===== src/rcp_pkg.sv =====
// Package for the slow counter and periodic timer block
package rcp_pkg;
	// Register indices; byte address is four times the index
	localparam logic [5:0] IDX_CTL_A = 6'h00;
	localparam logic [5:0] IDX_SYNC_STATUS = 6'h01;
	localparam logic [5:0] IDX_IRQ_EN = 6'h02;
	localparam logic [5:0] IDX_IRQ_FLAGS = 6'h03;
	localparam logic [5:0] IDX_WIDE_BUF = 6'h04;
	localparam logic [5:0] IDX_DEBUG = 6'h05;
	localparam logic [5:0] IDX_CLK_SEL = 6'h07;
	localparam logic [5:0] IDX_COUNT_L = 6'h08;
	localparam logic [5:0] IDX_COUNT_H = 6'h09;
	localparam logic [5:0] IDX_TOP_L = 6'h0a;
	localparam logic [5:0] IDX_TOP_H = 6'h0b;
	localparam logic [5:0] IDX_MATCH_L = 6'h0c;
	localparam logic [5:0] IDX_MATCH_H = 6'h0d;
	localparam logic [5:0] IDX_PRD_CTL = 6'h10;
	localparam logic [5:0] IDX_PRD_STATUS = 6'h11;
	localparam logic [5:0] IDX_PRD_IRQ_EN = 6'h12;
	localparam logic [5:0] IDX_PRD_FLAGS = 6'h13;
	localparam logic [5:0] IDX_PRD_DEBUG = 6'h15;
	// Field positions
	localparam int RUN_IN_STANDBY_BIT = 7;
	localparam int PRESC_LSB = 3;
	localparam int COUNTER_ENABLE_BIT = 0;
	localparam int PERIODIC_ENABLE_BIT = 0;
	localparam int PRD_FIELD_LSB = 3;
	localparam int MATCH_SRC_BIT = 1;
	localparam int WRAP_SRC_BIT = 0;
	localparam logic [7:0] CTL_A_WMASK = 8'hf9;
	localparam logic [7:0] PRD_CTL_WMASK = 8'h79;
	// Reset values
	localparam logic [7:0] CTL_A_RST = 8'h00;
	localparam logic [15:0] TOP_RST = 16'hffff;
	// Slow ticks from write to effect
	localparam logic [1:0] SYNC_TICKS = 2'h2;
	// Periodic events: output 0 every 2**13 ticks, each next halves
	localparam logic [3:0] PRD_EVT_LOG2_MAX = 4'hd;
	localparam int PRD_EVT_N = 8;
	// Interrupt vector offsets
	localparam logic [7:0] VEC_COUNTER = 8'h00;
	localparam logic [7:0] VEC_PERIODIC = 8'h02;

	typedef enum logic [1:0] {SLEEP_ACTIVE, SLEEP_IDLE, SLEEP_STANDBY, SLEEP_POWER_DOWN} rcp_sleep_t;

	typedef struct packed {
		logic cyc;
		logic stb;
		logic we;
		logic [7:0] adr;
		logic [3:0] sel;
		logic [31:0] dat;
	} rcp_wb_req_t;

	typedef struct packed {
		logic ack;
		logic [31:0] dat;
	} rcp_wb_rsp_t;

	typedef struct packed {
		logic wrap_source;
		logic compare_match_source;
		logic [PRD_EVT_N-1:0] periodic;
	} rcp_evt_t;

	typedef struct packed {
		logic [3:0] sync1;
		logic [3:0] sync2;
		logic src_prev;
		logic ack;
		logic [7:0] rdat;
		logic [7:0] ctl_a;
		logic [7:0] ctl_a_act;
		logic [1:0] irq_en;
		logic [1:0] flags;
		logic [7:0] wide_buf;
		logic run_halted;
		logic [1:0] clk_src_sel;
		logic [15:0] count;
		logic [15:0] count_stage;
		logic [15:0] top;
		logic [15:0] top_act;
		logic [15:0] match;
		logic [15:0] match_act;
		logic [7:0] prd_ctl;
		logic [7:0] prd_ctl_act;
		logic prd_irq_en;
		logic prd_flag;
		logic prd_run_halted;
		logic [1:0] busy_ctl;
		logic [1:0] busy_count;
		logic [1:0] busy_top;
		logic [1:0] busy_match;
		logic [1:0] busy_prd;
		logic [14:0] presc;
		logic [14:0] prd_count;
		rcp_evt_t evt;
	} rcp_state_t;
endpackage


===== src/rcp_top.sv =====
// Slow counter with period, compare and periodic interval timer
//
// Chosen here: register access over Wishbone.
`timescale 1ns/100ps

module rcp_top (
	input wire logic clk_sys,
	input wire logic sys_rst,
	input wire rcp_pkg::rcp_wb_req_t wb_req,
	output rcp_pkg::rcp_wb_rsp_t wb_rsp,
	input wire logic internal_low_power_osc,
	input wire logic internal_low_power_osc_1k,
	input wire logic watch_crystal_osc,
	input wire logic external_slow_clock_pin,
	input wire rcp_pkg::rcp_sleep_t sleep_mode,
	input wire logic debug_halt,
	output logic irq_counter,
	output logic irq_periodic,
	output rcp_pkg::rcp_evt_t events
);
	import rcp_pkg::*;

	rcp_state_t s_reg;
	rcp_state_t s_next;

	// True when the low n bits of v are all ones
	function automatic logic low_ones(input logic [14:0] v, input logic [3:0] n);
		logic [15:0] m;
		m = (16'h0001 << n) - 16'h0001;
		return ({1'b0, v} & m) == m;
	endfunction

	// A staged write lands on the tick that ends its countdown
	function automatic logic lands(input logic [1:0] b, input logic tick);
		return tick && (b == 2'h1);
	endfunction

	function automatic logic [1:0] step(input logic [1:0] b, input logic tick);
		return (tick && b != 2'h0) ? b - 2'h1 : b;
	endfunction

	logic req;
	logic wr;
	logic [5:0] idx;
	logic [7:0] wd;
	logic src_lvl;
	logic tick;
	logic run_c;
	logic run_p;
	logic standby_stop;
	logic ctick;
	logic ptick;
	logic [3:0] prd_code;
	logic [1:0] set_flags;

	always_comb begin
		s_next = s_reg;
		req = wb_req.cyc & wb_req.stb & ~s_reg.ack;
		wr = req & wb_req.we & wb_req.sel[0];
		idx = wb_req.adr[7:2];
		wd = wb_req.dat[7:0];

		// Pins pass two flops; only the second stage is looked at
		s_next.sync1 = {external_slow_clock_pin, watch_crystal_osc,
			internal_low_power_osc_1k, internal_low_power_osc};
		s_next.sync2 = s_reg.sync1;
		// Vector order equals the select codes
		src_lvl = s_reg.sync2[s_reg.clk_src_sel];
		// Single rising-edge tick shared by both timers
		tick = src_lvl & ~s_reg.src_prev;
		s_next.src_prev = src_lvl;

		// Bus side
		s_next.ack = req;
		s_next.rdat = s_reg.rdat;
		if (req && !wb_req.we) begin
			unique case (idx)
				IDX_CTL_A: s_next.rdat = s_reg.ctl_a;
				IDX_SYNC_STATUS: s_next.rdat = {4'h0, s_reg.busy_match != 2'h0,
					s_reg.busy_top != 2'h0, s_reg.busy_count != 2'h0,
					s_reg.busy_ctl != 2'h0};
				IDX_IRQ_EN: s_next.rdat = {6'h00, s_reg.irq_en};
				IDX_IRQ_FLAGS: s_next.rdat = {6'h00, s_reg.flags};
				IDX_WIDE_BUF: s_next.rdat = s_reg.wide_buf;
				IDX_DEBUG: s_next.rdat = {7'h00, s_reg.run_halted};
				IDX_CLK_SEL: s_next.rdat = {6'h00, s_reg.clk_src_sel};
				IDX_COUNT_L: begin
					// Low read latches high byte for a coherent pair
					s_next.rdat = s_reg.count[7:0];
					s_next.wide_buf = s_reg.count[15:8];
				end
				IDX_TOP_L: begin
					s_next.rdat = s_reg.top[7:0];
					s_next.wide_buf = s_reg.top[15:8];
				end
				IDX_MATCH_L: begin
					s_next.rdat = s_reg.match[7:0];
					s_next.wide_buf = s_reg.match[15:8];
				end
				IDX_COUNT_H, IDX_TOP_H, IDX_MATCH_H: s_next.rdat = s_reg.wide_buf;
				IDX_PRD_CTL: s_next.rdat = s_reg.prd_ctl;
				IDX_PRD_STATUS: s_next.rdat = {7'h00, s_reg.busy_prd != 2'h0};
				IDX_PRD_IRQ_EN: s_next.rdat = {7'h00, s_reg.prd_irq_en};
				IDX_PRD_FLAGS: s_next.rdat = {7'h00, s_reg.prd_flag};
				IDX_PRD_DEBUG: s_next.rdat = {7'h00, s_reg.prd_run_halted};
				default: s_next.rdat = 8'h00;
			endcase
		end
		if (wr) begin
			unique case (idx)
				IDX_CTL_A: begin
					s_next.ctl_a = wd & CTL_A_WMASK;
					s_next.busy_ctl = SYNC_TICKS;
				end
				IDX_IRQ_EN: s_next.irq_en = wd[1:0];
				IDX_IRQ_FLAGS: s_next.flags = s_reg.flags & ~wd[1:0];
				IDX_WIDE_BUF, IDX_COUNT_L, IDX_TOP_L, IDX_MATCH_L: s_next.wide_buf = wd;
				IDX_DEBUG: s_next.run_halted = wd[0];
				IDX_CLK_SEL: s_next.clk_src_sel = wd[1:0];
				IDX_COUNT_H: begin
					// High write commits the pair
					s_next.count_stage = {wd, s_reg.wide_buf};
					s_next.busy_count = SYNC_TICKS;
				end
				IDX_TOP_H: begin
					s_next.top = {wd, s_reg.wide_buf};
					s_next.busy_top = SYNC_TICKS;
				end
				IDX_MATCH_H: begin
					s_next.match = {wd, s_reg.wide_buf};
					s_next.busy_match = SYNC_TICKS;
				end
				IDX_PRD_CTL: begin
					s_next.prd_ctl = wd & PRD_CTL_WMASK;
					s_next.busy_prd = SYNC_TICKS;
				end
				IDX_PRD_IRQ_EN: s_next.prd_irq_en = wd[0];
				IDX_PRD_FLAGS: s_next.prd_flag = s_reg.prd_flag & ~wd[0];
				IDX_PRD_DEBUG: s_next.prd_run_halted = wd[0];
				default: s_next.prd_flag = s_next.prd_flag;
			endcase
		end

		// Staged values land after the slow-domain countdown
		if (lands(s_reg.busy_ctl, tick)) begin
			s_next.ctl_a_act = s_reg.ctl_a;
		end
		if (lands(s_reg.busy_top, tick)) begin
			s_next.top_act = s_reg.top;
		end
		if (lands(s_reg.busy_match, tick)) begin
			s_next.match_act = s_reg.match;
		end
		if (lands(s_reg.busy_prd, tick)) begin
			s_next.prd_ctl_act = s_reg.prd_ctl;
		end
		// A fresh bus write restarts a countdown rather than stepping it
		if (!(wr && idx == IDX_CTL_A)) begin
			s_next.busy_ctl = step(s_reg.busy_ctl, tick);
		end
		if (!(wr && idx == IDX_COUNT_H)) begin
			s_next.busy_count = step(s_reg.busy_count, tick);
		end
		if (!(wr && idx == IDX_TOP_H)) begin
			s_next.busy_top = step(s_reg.busy_top, tick);
		end
		if (!(wr && idx == IDX_MATCH_H)) begin
			s_next.busy_match = step(s_reg.busy_match, tick);
		end
		if (!(wr && idx == IDX_PRD_CTL)) begin
			s_next.busy_prd = step(s_reg.busy_prd, tick);
		end

		// Run conditions
		standby_stop = (sleep_mode == SLEEP_STANDBY || sleep_mode == SLEEP_POWER_DOWN)
			&& !s_reg.ctl_a_act[RUN_IN_STANDBY_BIT];
		run_c = s_reg.ctl_a_act[COUNTER_ENABLE_BIT] && !standby_stop
			&& !(debug_halt && !s_reg.run_halted);
		// Sleep mode is deliberately not looked at here
		run_p = s_reg.prd_ctl_act[PERIODIC_ENABLE_BIT]
			&& !(debug_halt && !s_reg.prd_run_halted);

		// Counter path
		s_next.evt = '0;
		set_flags = 2'b00;
		ctick = run_c && tick && low_ones(s_reg.presc, s_reg.ctl_a_act[6:PRESC_LSB]);
		if (!s_reg.ctl_a_act[COUNTER_ENABLE_BIT]) begin
			s_next.presc = 15'h0000;
		end else if (run_c && tick) begin
			s_next.presc = s_reg.presc + 15'h0001;
		end
		if (ctick) begin
			if (s_reg.count == s_reg.top_act) begin
				s_next.count = 16'h0000;
				s_next.evt.wrap_source = 1'b1;
				set_flags[WRAP_SRC_BIT] = 1'b1;
			end else begin
				s_next.count = s_reg.count + 16'h0001;
			end
			if (s_reg.count == s_reg.match_act) begin
				s_next.evt.compare_match_source = 1'b1;
				set_flags[MATCH_SRC_BIT] = 1'b1;
			end
		end
		// Software count value overrides a concurrent count step
		if (lands(s_reg.busy_count, tick)) begin
			s_next.count = s_reg.count_stage;
		end
		// Hardware set wins over a same-cycle clear
		s_next.flags = s_next.flags | set_flags;

		// Periodic timer path
		ptick = run_p && tick;
		if (!s_reg.prd_ctl_act[PERIODIC_ENABLE_BIT]) begin
			s_next.prd_count = 15'h0000;
		end else if (ptick) begin
			s_next.prd_count = s_reg.prd_count + 15'h0001;
		end
		for (int k = 0; k < PRD_EVT_N; k++) begin
			s_next.evt.periodic[k] = ptick
				&& low_ones(s_reg.prd_count, PRD_EVT_LOG2_MAX - 4'(k));
		end
		prd_code = s_reg.prd_ctl_act[6:PRD_FIELD_LSB];
		if (ptick && prd_code != 4'h0
			&& low_ones(s_reg.prd_count, prd_code + 4'h1)) begin
			s_next.prd_flag = 1'b1;
		end
	end

	always_ff @(posedge clk_sys) begin
		if (sys_rst) begin
			s_reg <= '0;
			s_reg.ctl_a <= CTL_A_RST;
			s_reg.ctl_a_act <= CTL_A_RST;
			s_reg.top <= TOP_RST;
			s_reg.top_act <= TOP_RST;
		end else begin
			s_reg <= s_next;
		end
	end

	// Vector VEC_COUNTER shares both counter sources; VEC_PERIODIC is the timer
	assign irq_counter = |(s_reg.irq_en & s_reg.flags);
	assign irq_periodic = s_reg.prd_irq_en & s_reg.prd_flag;
	assign events = s_reg.evt;
	// One driver for the whole response word
	assign wb_rsp = '{ack: s_reg.ack, dat: {24'h000000, s_reg.rdat}};
endmodule // rcp_top


===== config.mk =====
export PLATFORM = sky130hd
export DESIGN_NAME = rcp_top
export DESIGN_NICKNAME = d
export VERILOG_FILES = /design/src/rcp_pkg.sv /design/src/rcp_top.sv
export SDC_FILE = /design/constraint.sdc
export NUM_CORES = 1
export LEC_CHECK = 0
export ABC_AREA = 1
export BUFFER_PORTS_ARGS = -buffer_cell sky130_fd_sc_hd__buf_2
export CORE_ASPECT_RATIO = 1.5
export CORE_MARGIN = 1.5
export CORE_UTILIZATION = 45
export DETAILED_ROUTE_END_ITERATION = 8
export MAX_ROUTING_LAYER = met4
export PLACE_DENSITY = 0.73
export REMOVE_ABC_BUFFERS = 1
export SYNTH_ARGS = -nofsm -noshare
export SYNTH_HDL_FRONTEND = slang
export SYNTH_SLANG_ARGS = --single-unit

===== constraint.sdc =====
create_clock -name clk_sys -period 2.2 [get_ports clk_sys]
set_input_delay 0.44 -clock clk_sys [delete_from_list [all_inputs] [get_ports clk_sys]]
set_output_delay 0.44 -clock clk_sys [all_outputs]
set_load 0.005 [all_outputs]

==> results of run 1 <==
-- Yosys cell counts (all sizes together), types with 4 or more instances --
library cell,instances
a211oi,15
a21oi,114
a22oi,14
buf,64
clkbuf,35
dfxtp,204
ha,20
inv,175
nand2,268
nand3,95
nand4,18
nor2,167
nor3,36
nor4,7
o2111ai,4
o211ai,27
o21a,6
o21ai,119
o22ai,9
xnor2,25
xor2,24
-- layer usage --
layer / part of all wire / global-route usage / vias up
met2: 0.52 / 0.4661 / 350
li1: - / - / 4906
met1: 0.37 / 0.2717 / 4577
met3: 0.051 / 0.03318 / 107
met4: 0.061 / 0.1425 / 0
met5: 0 / - / -
-- repair_timing --
action                     4_1_cts  5_1_grt
setup endpoints to repair        0       20
resized for setup                0       42
buffers inserted                 0       11
hold endpoints to repair         0        0
-- cell type report --
type                    instances  area [µm²]
repair buffers                130       969.7
well taps                     280       350.3
diodes                          1       2.502
inverters                     176       663.1
multi-input cells            1007        5358
clock inverters                 7       93.84
clock buffers                  29       565.5
fillers                      2205       10780
flip-flops and latches        204        4100
-- per-stage QoR --
stage	worst slack [ns]	hold slack [ns]	util
final	0.005342	0.1492	0.5288
after global routing	-0.1058	0.1498	0.5288
after CTS	0.04647	0.1409	0.5169
after global placement	0.08763	0.3930	0.4881
after floorplan	-0.2905	0.3883	-
after detailed placement	0.05811	0.3966	0.4881
-- power by group through the flow --
stage | logic [µW] | clock network, µW | registers [µW]
2_1_floorplan | 101 | 0 | 3790
3_3_place_gp | 235 | 0 | 3790
3_5_place_dp | 237 | 0 | 3790
4_1_cts | 238 | 3560 | 3710
5_1_grt | 263 | 3710 | 3700
6_report | 242 | 3520 | 3700
-- path summary, 6_finish.rpt --
path | from | endpoint | slack (ns) | cells past startpoint
min reg2reg | s_next[208]$_SDFF_PP0_ | s_reg[208]$_SDFF_PP0_ | 0.40 | 2
min | external_slow_clock_pin | s_next[209]$_SDFF_PP0_ | 0.15 | 3
max | s_reg[184]$_SDFFE_PP0P_ | s_reg[155]$_SDFFE_PP0P_ | 0.005 | 13
max reg2reg | s_reg[184]$_SDFFE_PP0P_ | s_reg[155]$_SDFFE_PP0P_ | 0.005 | 13
-- placed cells by master (no fill, tap or decap), types with 22 or more instances in the layout --
cell,count
nand3_1,82
nor2_1,152
a21oi_1,103
buf_4,75
dfxtp_1,197
buf_2,46
nand2_1,252
o21ai_0,115
o211ai_1,27
clkbuf_16,22
xnor2_1,25
nor3_1,34
xor2_1,24
inv_1,163
conb_1,24
-- cell families (layout without fill, tap and decap cells) --
logic type,after synthesis,in the layout,share of synthesized area
fa+ha+maj,20,20,0.02391
simple gates,594,595,0.2484
other cells,1,25,0.0003584
buf+inv,275,342,0.1186
flops,204,204,0.3903
compound gates,319,319,0.1774
xor+xnor,49,49,0.04101
-- critical path, stage by stage (launching register included) --
cell and delay (ns):
dfxtp_2 0.32, inv_2 0.07, buf_6 0.10, nand4_1 0.13, ha_4 0.30, o21a_1 0.10, nand3_1 0.07, nor2_1 0.09
nand4_1 0.09, nor2_2 0.18, nand3_4 0.21, clkbuf_16 0.24, nand3_1 0.09, a21oi_2 0.06
==> impl_metrics.yaml, run 1 <==
floorplan:
  start_util: 0.4572
  die_h_um: 189.8
  rows: 68
  ios: 101
  coreArea_um2: 22890
  die_x_um: 127.5
  die_area_um2: 24200
timing:
  fmax_mhz: 455.7
  relSlewSlack: 0.5349
  finalMaxSlewViolations: 0
  finalClockSkew_ns: 0.02002
  hold_violations: 0
  final.setup.tns_ns: 0
  rsz0062_at_grt: "yes"
  worst_slew_pin_slew_ns: 0.6977
  min_period_ns: 2.195
  fin_crit_sh: 0.9976
  setup_viol: 0
routing:
  dr.pass1.iters: 5
  routedWlPerCell_um: 16.95
  drc: 0
  drt-total-wl_um: 31090
  ant_nets: 0
  avgViaCountPerCell: 5.420
  vias: 9940
  drt_iter0_drc: 715
layout:
  largest_register_ffs: 177
  stdcell_area_um2: 12100
  stdcell_count: 1834
  nets: 1616
  drive_gt1_frac: 0.1565
  area_growth_pct: 15.66
power:
  switching_share: 0.2232
  leakage_uw: 0.004888
  power.share.clock: 0.472
  p_seq_frac: 0.496
  ir_drop_uv: 618.4
  intPower_uw: 5801
  power_per_cell_area_nw_per_um2: 617.0
  p_sw_uw: 1667
  pwr-share-comb: 0.032
  fin_total_pwr_uw: 7467
job:
  drv_cap: 0
synth:
  synth_ff_type: "dfxtp_1"
  ys_types: 49
  synth_top_area_frac: 0.3903
  synth_area_leader_cell: "dfxtp_1"
  synth-edff-count: 0
  ys_warn_count: 0
  synth_area_um2: 10460
  ys_seq_area_frac: 0.3903
  synthTopCellsByArea: "dfxtp_1 (39%), nand2_1 (9.1%), inv_1 (6.0%)"
  synthCells: 1462
  syn_avg_cell_area_um2: 7.157
  ys_ff_latch: 204
  ys_async_sr_fraction: 0
critical_path:
  cp-end-kind: "register"
  start_kind: "register"
  crit_type: "register to register"
  crit_path_max_fanout: 8
  arrival_ns: 2.55
  required_ns: 2.55
global_routing:
  grt_antenna_before_repair: 1
  grt_first_pass_wirelength_um: 47930
  grt_max_degree: 50
  gr-total-overflow: 0
  grt_pass1_vias: 9307
  gr-usage-all-layers: 0.2589
hold_path:
  hold_path_class: "input port to register"
placed_design:
  place.gp.congestion: 0.9770
  dp_hpwl_um: 22740
  numPortBuffers: 46
  dpl_cell_area_um2: 11170
  place_inst: 1784
cts:
  h-tree-depth: 1
  cts.path.max_buffers: 3
  cts_tree: "built"
  cts.sinks: 204
  ctsRootBufferMaster: "clkbuf_16"
  clk_latency_ns: 0.51
  clk_pin_slew_ns: 0.06
  cts_made_buffers: 21
  cts_hold_buf: 0
run_status:
  status: "finished, final reports clean"
Power figures use the tool's default switching activity.
==> run 2, diff against run 1 <==
--- a/config.mk
+++ b/config.mk
@@ -10,3 +10,3 @@
 export CORE_ASPECT_RATIO = 1.5
-export CORE_MARGIN = 1.5
+export CORE_MARGIN = 1
 export CORE_UTILIZATION = 45
==> constraint.sdc (replaced) <==
create_clock -name clk_sys -period 2.2 [get_ports clk_sys]
set_input_delay 0.55 -clock clk_sys [delete_from_list [all_inputs] [get_ports clk_sys]]
set_output_delay 0.55 -clock clk_sys [all_outputs]
set_load 0.005 [all_outputs]
==> impl_metrics.yaml, run 2 (same netlist as run 1, synthesis figures left out) <==
run_status:
  status: "finished, final reports clean"
cts:
  cts_made_buffers: 22
  ctsRootBufferMaster: "clkbuf_16"
  cts_tree: "built"
  clk_pin_slew_ns: 0.06
  cts.path.max_buffers: 3
  clk_latency_ns: 0.52
  cts.sinks: 204
  h-tree-depth: 1
critical_path:
  cp-end-kind: "register"
  arrival_ns: 2.58
  rrSetupSlack_ns: 0.05
  crit_path_max_fanout: 5
  r2r-end: "s_reg[156]$_SDFFE_PP0P_"
  r2r_cells: 15
  critPathLaunch: "s_reg[186]$_SDFFE_PP0P_"
  crit_type: "register to register"
  start_kind: "register"
  reg2reg_from: "s_reg[186]$_SDFFE_PP0P_"
  required_ns: 2.63
layout:
  stdcell_count: 1841
  largest_register_ffs: 177
  nets: 1620
  area_growth_pct: 16.49
  drive_gt1_frac: 0.1571
  layout_common_cells: "nand2_1 (252), dfxtp_1 (199), inv_1 (165), nor2_1 (151), o21ai_0 (115)"
  fillers: 2220
  final_common_cell: "nand2_1"
hold_path:
  hold_path_class: "input port to register"
  holdPathStages: 3
  hold_end: "s_next[209]$_SDFF_PP0_"
  hold_path.startpoint: "external_slow_clock_pin"
power:
  ir_drop_uv: 514.9
  intPower_uw: 6007
  power.share.clock: 0.490
  p_seq_frac: 0.478
  pwr-share-comb: 0.032
  p_sw_uw: 1746
  power_per_cell_area_nw_per_um2: 636.1
  switching_share: 0.2252
  leakage_uw: 0.004997
floorplan:
  ios: 101
  die_area_um2: 23880
  die_x_um: 126.5
  die_h_um: 188.8
  rows: 68
  start_util: 0.4572
  coreArea_um2: 22890
global_routing:
  grt_first_pass_wirelength_um: 47730
  gr-total-overflow: 0
  grt_antenna_before_repair: 1
  grt_pass1_vias: 9702
  gr-usage-all-layers: 0.2637
  grt_max_degree: 42
routing:
  ant_nets: 0
  drt_iter0_drc: 637
  vias: 9977
  avgViaCountPerCell: 5.419
  drc: 0
  drt-total-wl_um: 30550
  routedWlPerCell_um: 16.59
  dr.pass1.iters: 5
timing:
  min_period_ns: 2.151
  fin_crit_sh: 0.9778
  worst_slew_pin_slew_ns: 0.6411
  finalClockSkew_ns: 0.01373
  rsz0062_at_grt: "yes"
  setup_viol: 0
  hold_violations: 0
  fmax_mhz: 464.8
  fin_ws_ns: 0.04875
  relSlewSlack: 0.5707
  finalMaxSlewViolations: 0
placed_design:
  place_inst: 1794
  numPortBuffers: 46
  place.gp.congestion: 1.003
  pre_cts_ws_ns: -0.01849
  dp_hpwl_um: 22830
job:
  drv_cap: 0
## run 2: cell types whose count changed in the layout (fill, tap and decap cells not counted), sizes merged
cell	previous run	this run
buf	129	133
clkinv	3	4
bufinv	2	1
clkinvlp	2	4
nand2	269	268
clkbuf	30	32
## run 2: final cells by class
class                   count  area [µm²]  area share
multi-input cells        1006        5315      0.4360
diodes                      1       2.502   0.0002053
repair buffers            134        1016     0.08335
flip-flops and latches    204        4090      0.3356
inverters                 176       665.6     0.05461
clock buffers              31       665.6     0.05461
clock inverters             9       83.83    0.006877
well taps                 280       350.3     0.02874
## run 2: worst max-delay path, stage by stage (launching register included)
cell and delay, ns:
dfxtp_2 0.33, inv_4 0.07, nand2_4 0.06, nor2_4 0.10
inv_2 0.05, ha_4 0.25, o21a_1 0.09, nand3_1 0.06
nor2_1 0.10, nand4_1 0.15, nor2_4 0.19, nand3_4 0.15
nand2_8 0.15, buf_6 0.11, nand2_4 0.04, a21oi_2 0.17
## run 2: metrics by stage
| stage | area (µm²) | TNS (ns) | hold slack, ns | total power [µW] | utilization |
|---|---|---|---|---|---|
| after floorplan | 9970 | -14.07 | 0.3883 | 3890 | - |
| after global placement | 11260 | 0 | 0.3924 | 4028 | 0.4920 |
| after detailed placement | 11260 | -0.01849 | 0.3991 | 4031 | 0.4920 |
| after CTS | 12010 | 0 | 0.2425 | 7783 | 0.5247 |
| after global routing | 12190 | -0.7960 | 0.2511 | 7969 | 0.5326 |
| final | 12190 | 0 | 0.2453 | 7753 | 0.5326 |
## run 2: worst max-delay path by stage
stage / endpoint / slack (ns)
final: s_reg[156]$_SDFFE_PP0P_ / 0.05
after global routing: s_reg[149]$_SDFFE_PP0P_ / -0.08
after CTS: s_reg[156]$_SDFFE_PP0P_ / 0.04
after detailed placement: s_reg[175]$_SDFF_PP0_ / -0.02
after global placement: s_reg[175]$_SDFF_PP0_ / 0.004
after floorplan: s_reg[177]$_SDFF_PP0_ / -0.40
## run 2: repair_timing
item,in CTS,in global routing
gates resized for setup,0,33
hold buffers,0,0
buffers inserted,0,5
setup endpoints to repair,0,23
## run 2: power by group through the flow
| stage | Combinational (µW) | Sequential [µW] | Clock, µW |
|---|---|---|---|
| after global placement | 238 | 3790 | 0 |
| after CTS | 242 | 3710 | 3830 |
| after floorplan | 101 | 3790 | 0 |
| after detailed placement | 240 | 3790 | 0 |
| final | 245 | 3710 | 3800 |
| after global routing | 267 | 3710 | 4000 |
## run 2: per-layer routing
metal  track usage  vias up  part of all wire
li1              -     4910                 -
met1        0.2561     4568              0.36
met2        0.4802      349              0.51
met3       0.03407      150             0.052
met4        0.1863        0             0.082
met5             -        -                 0
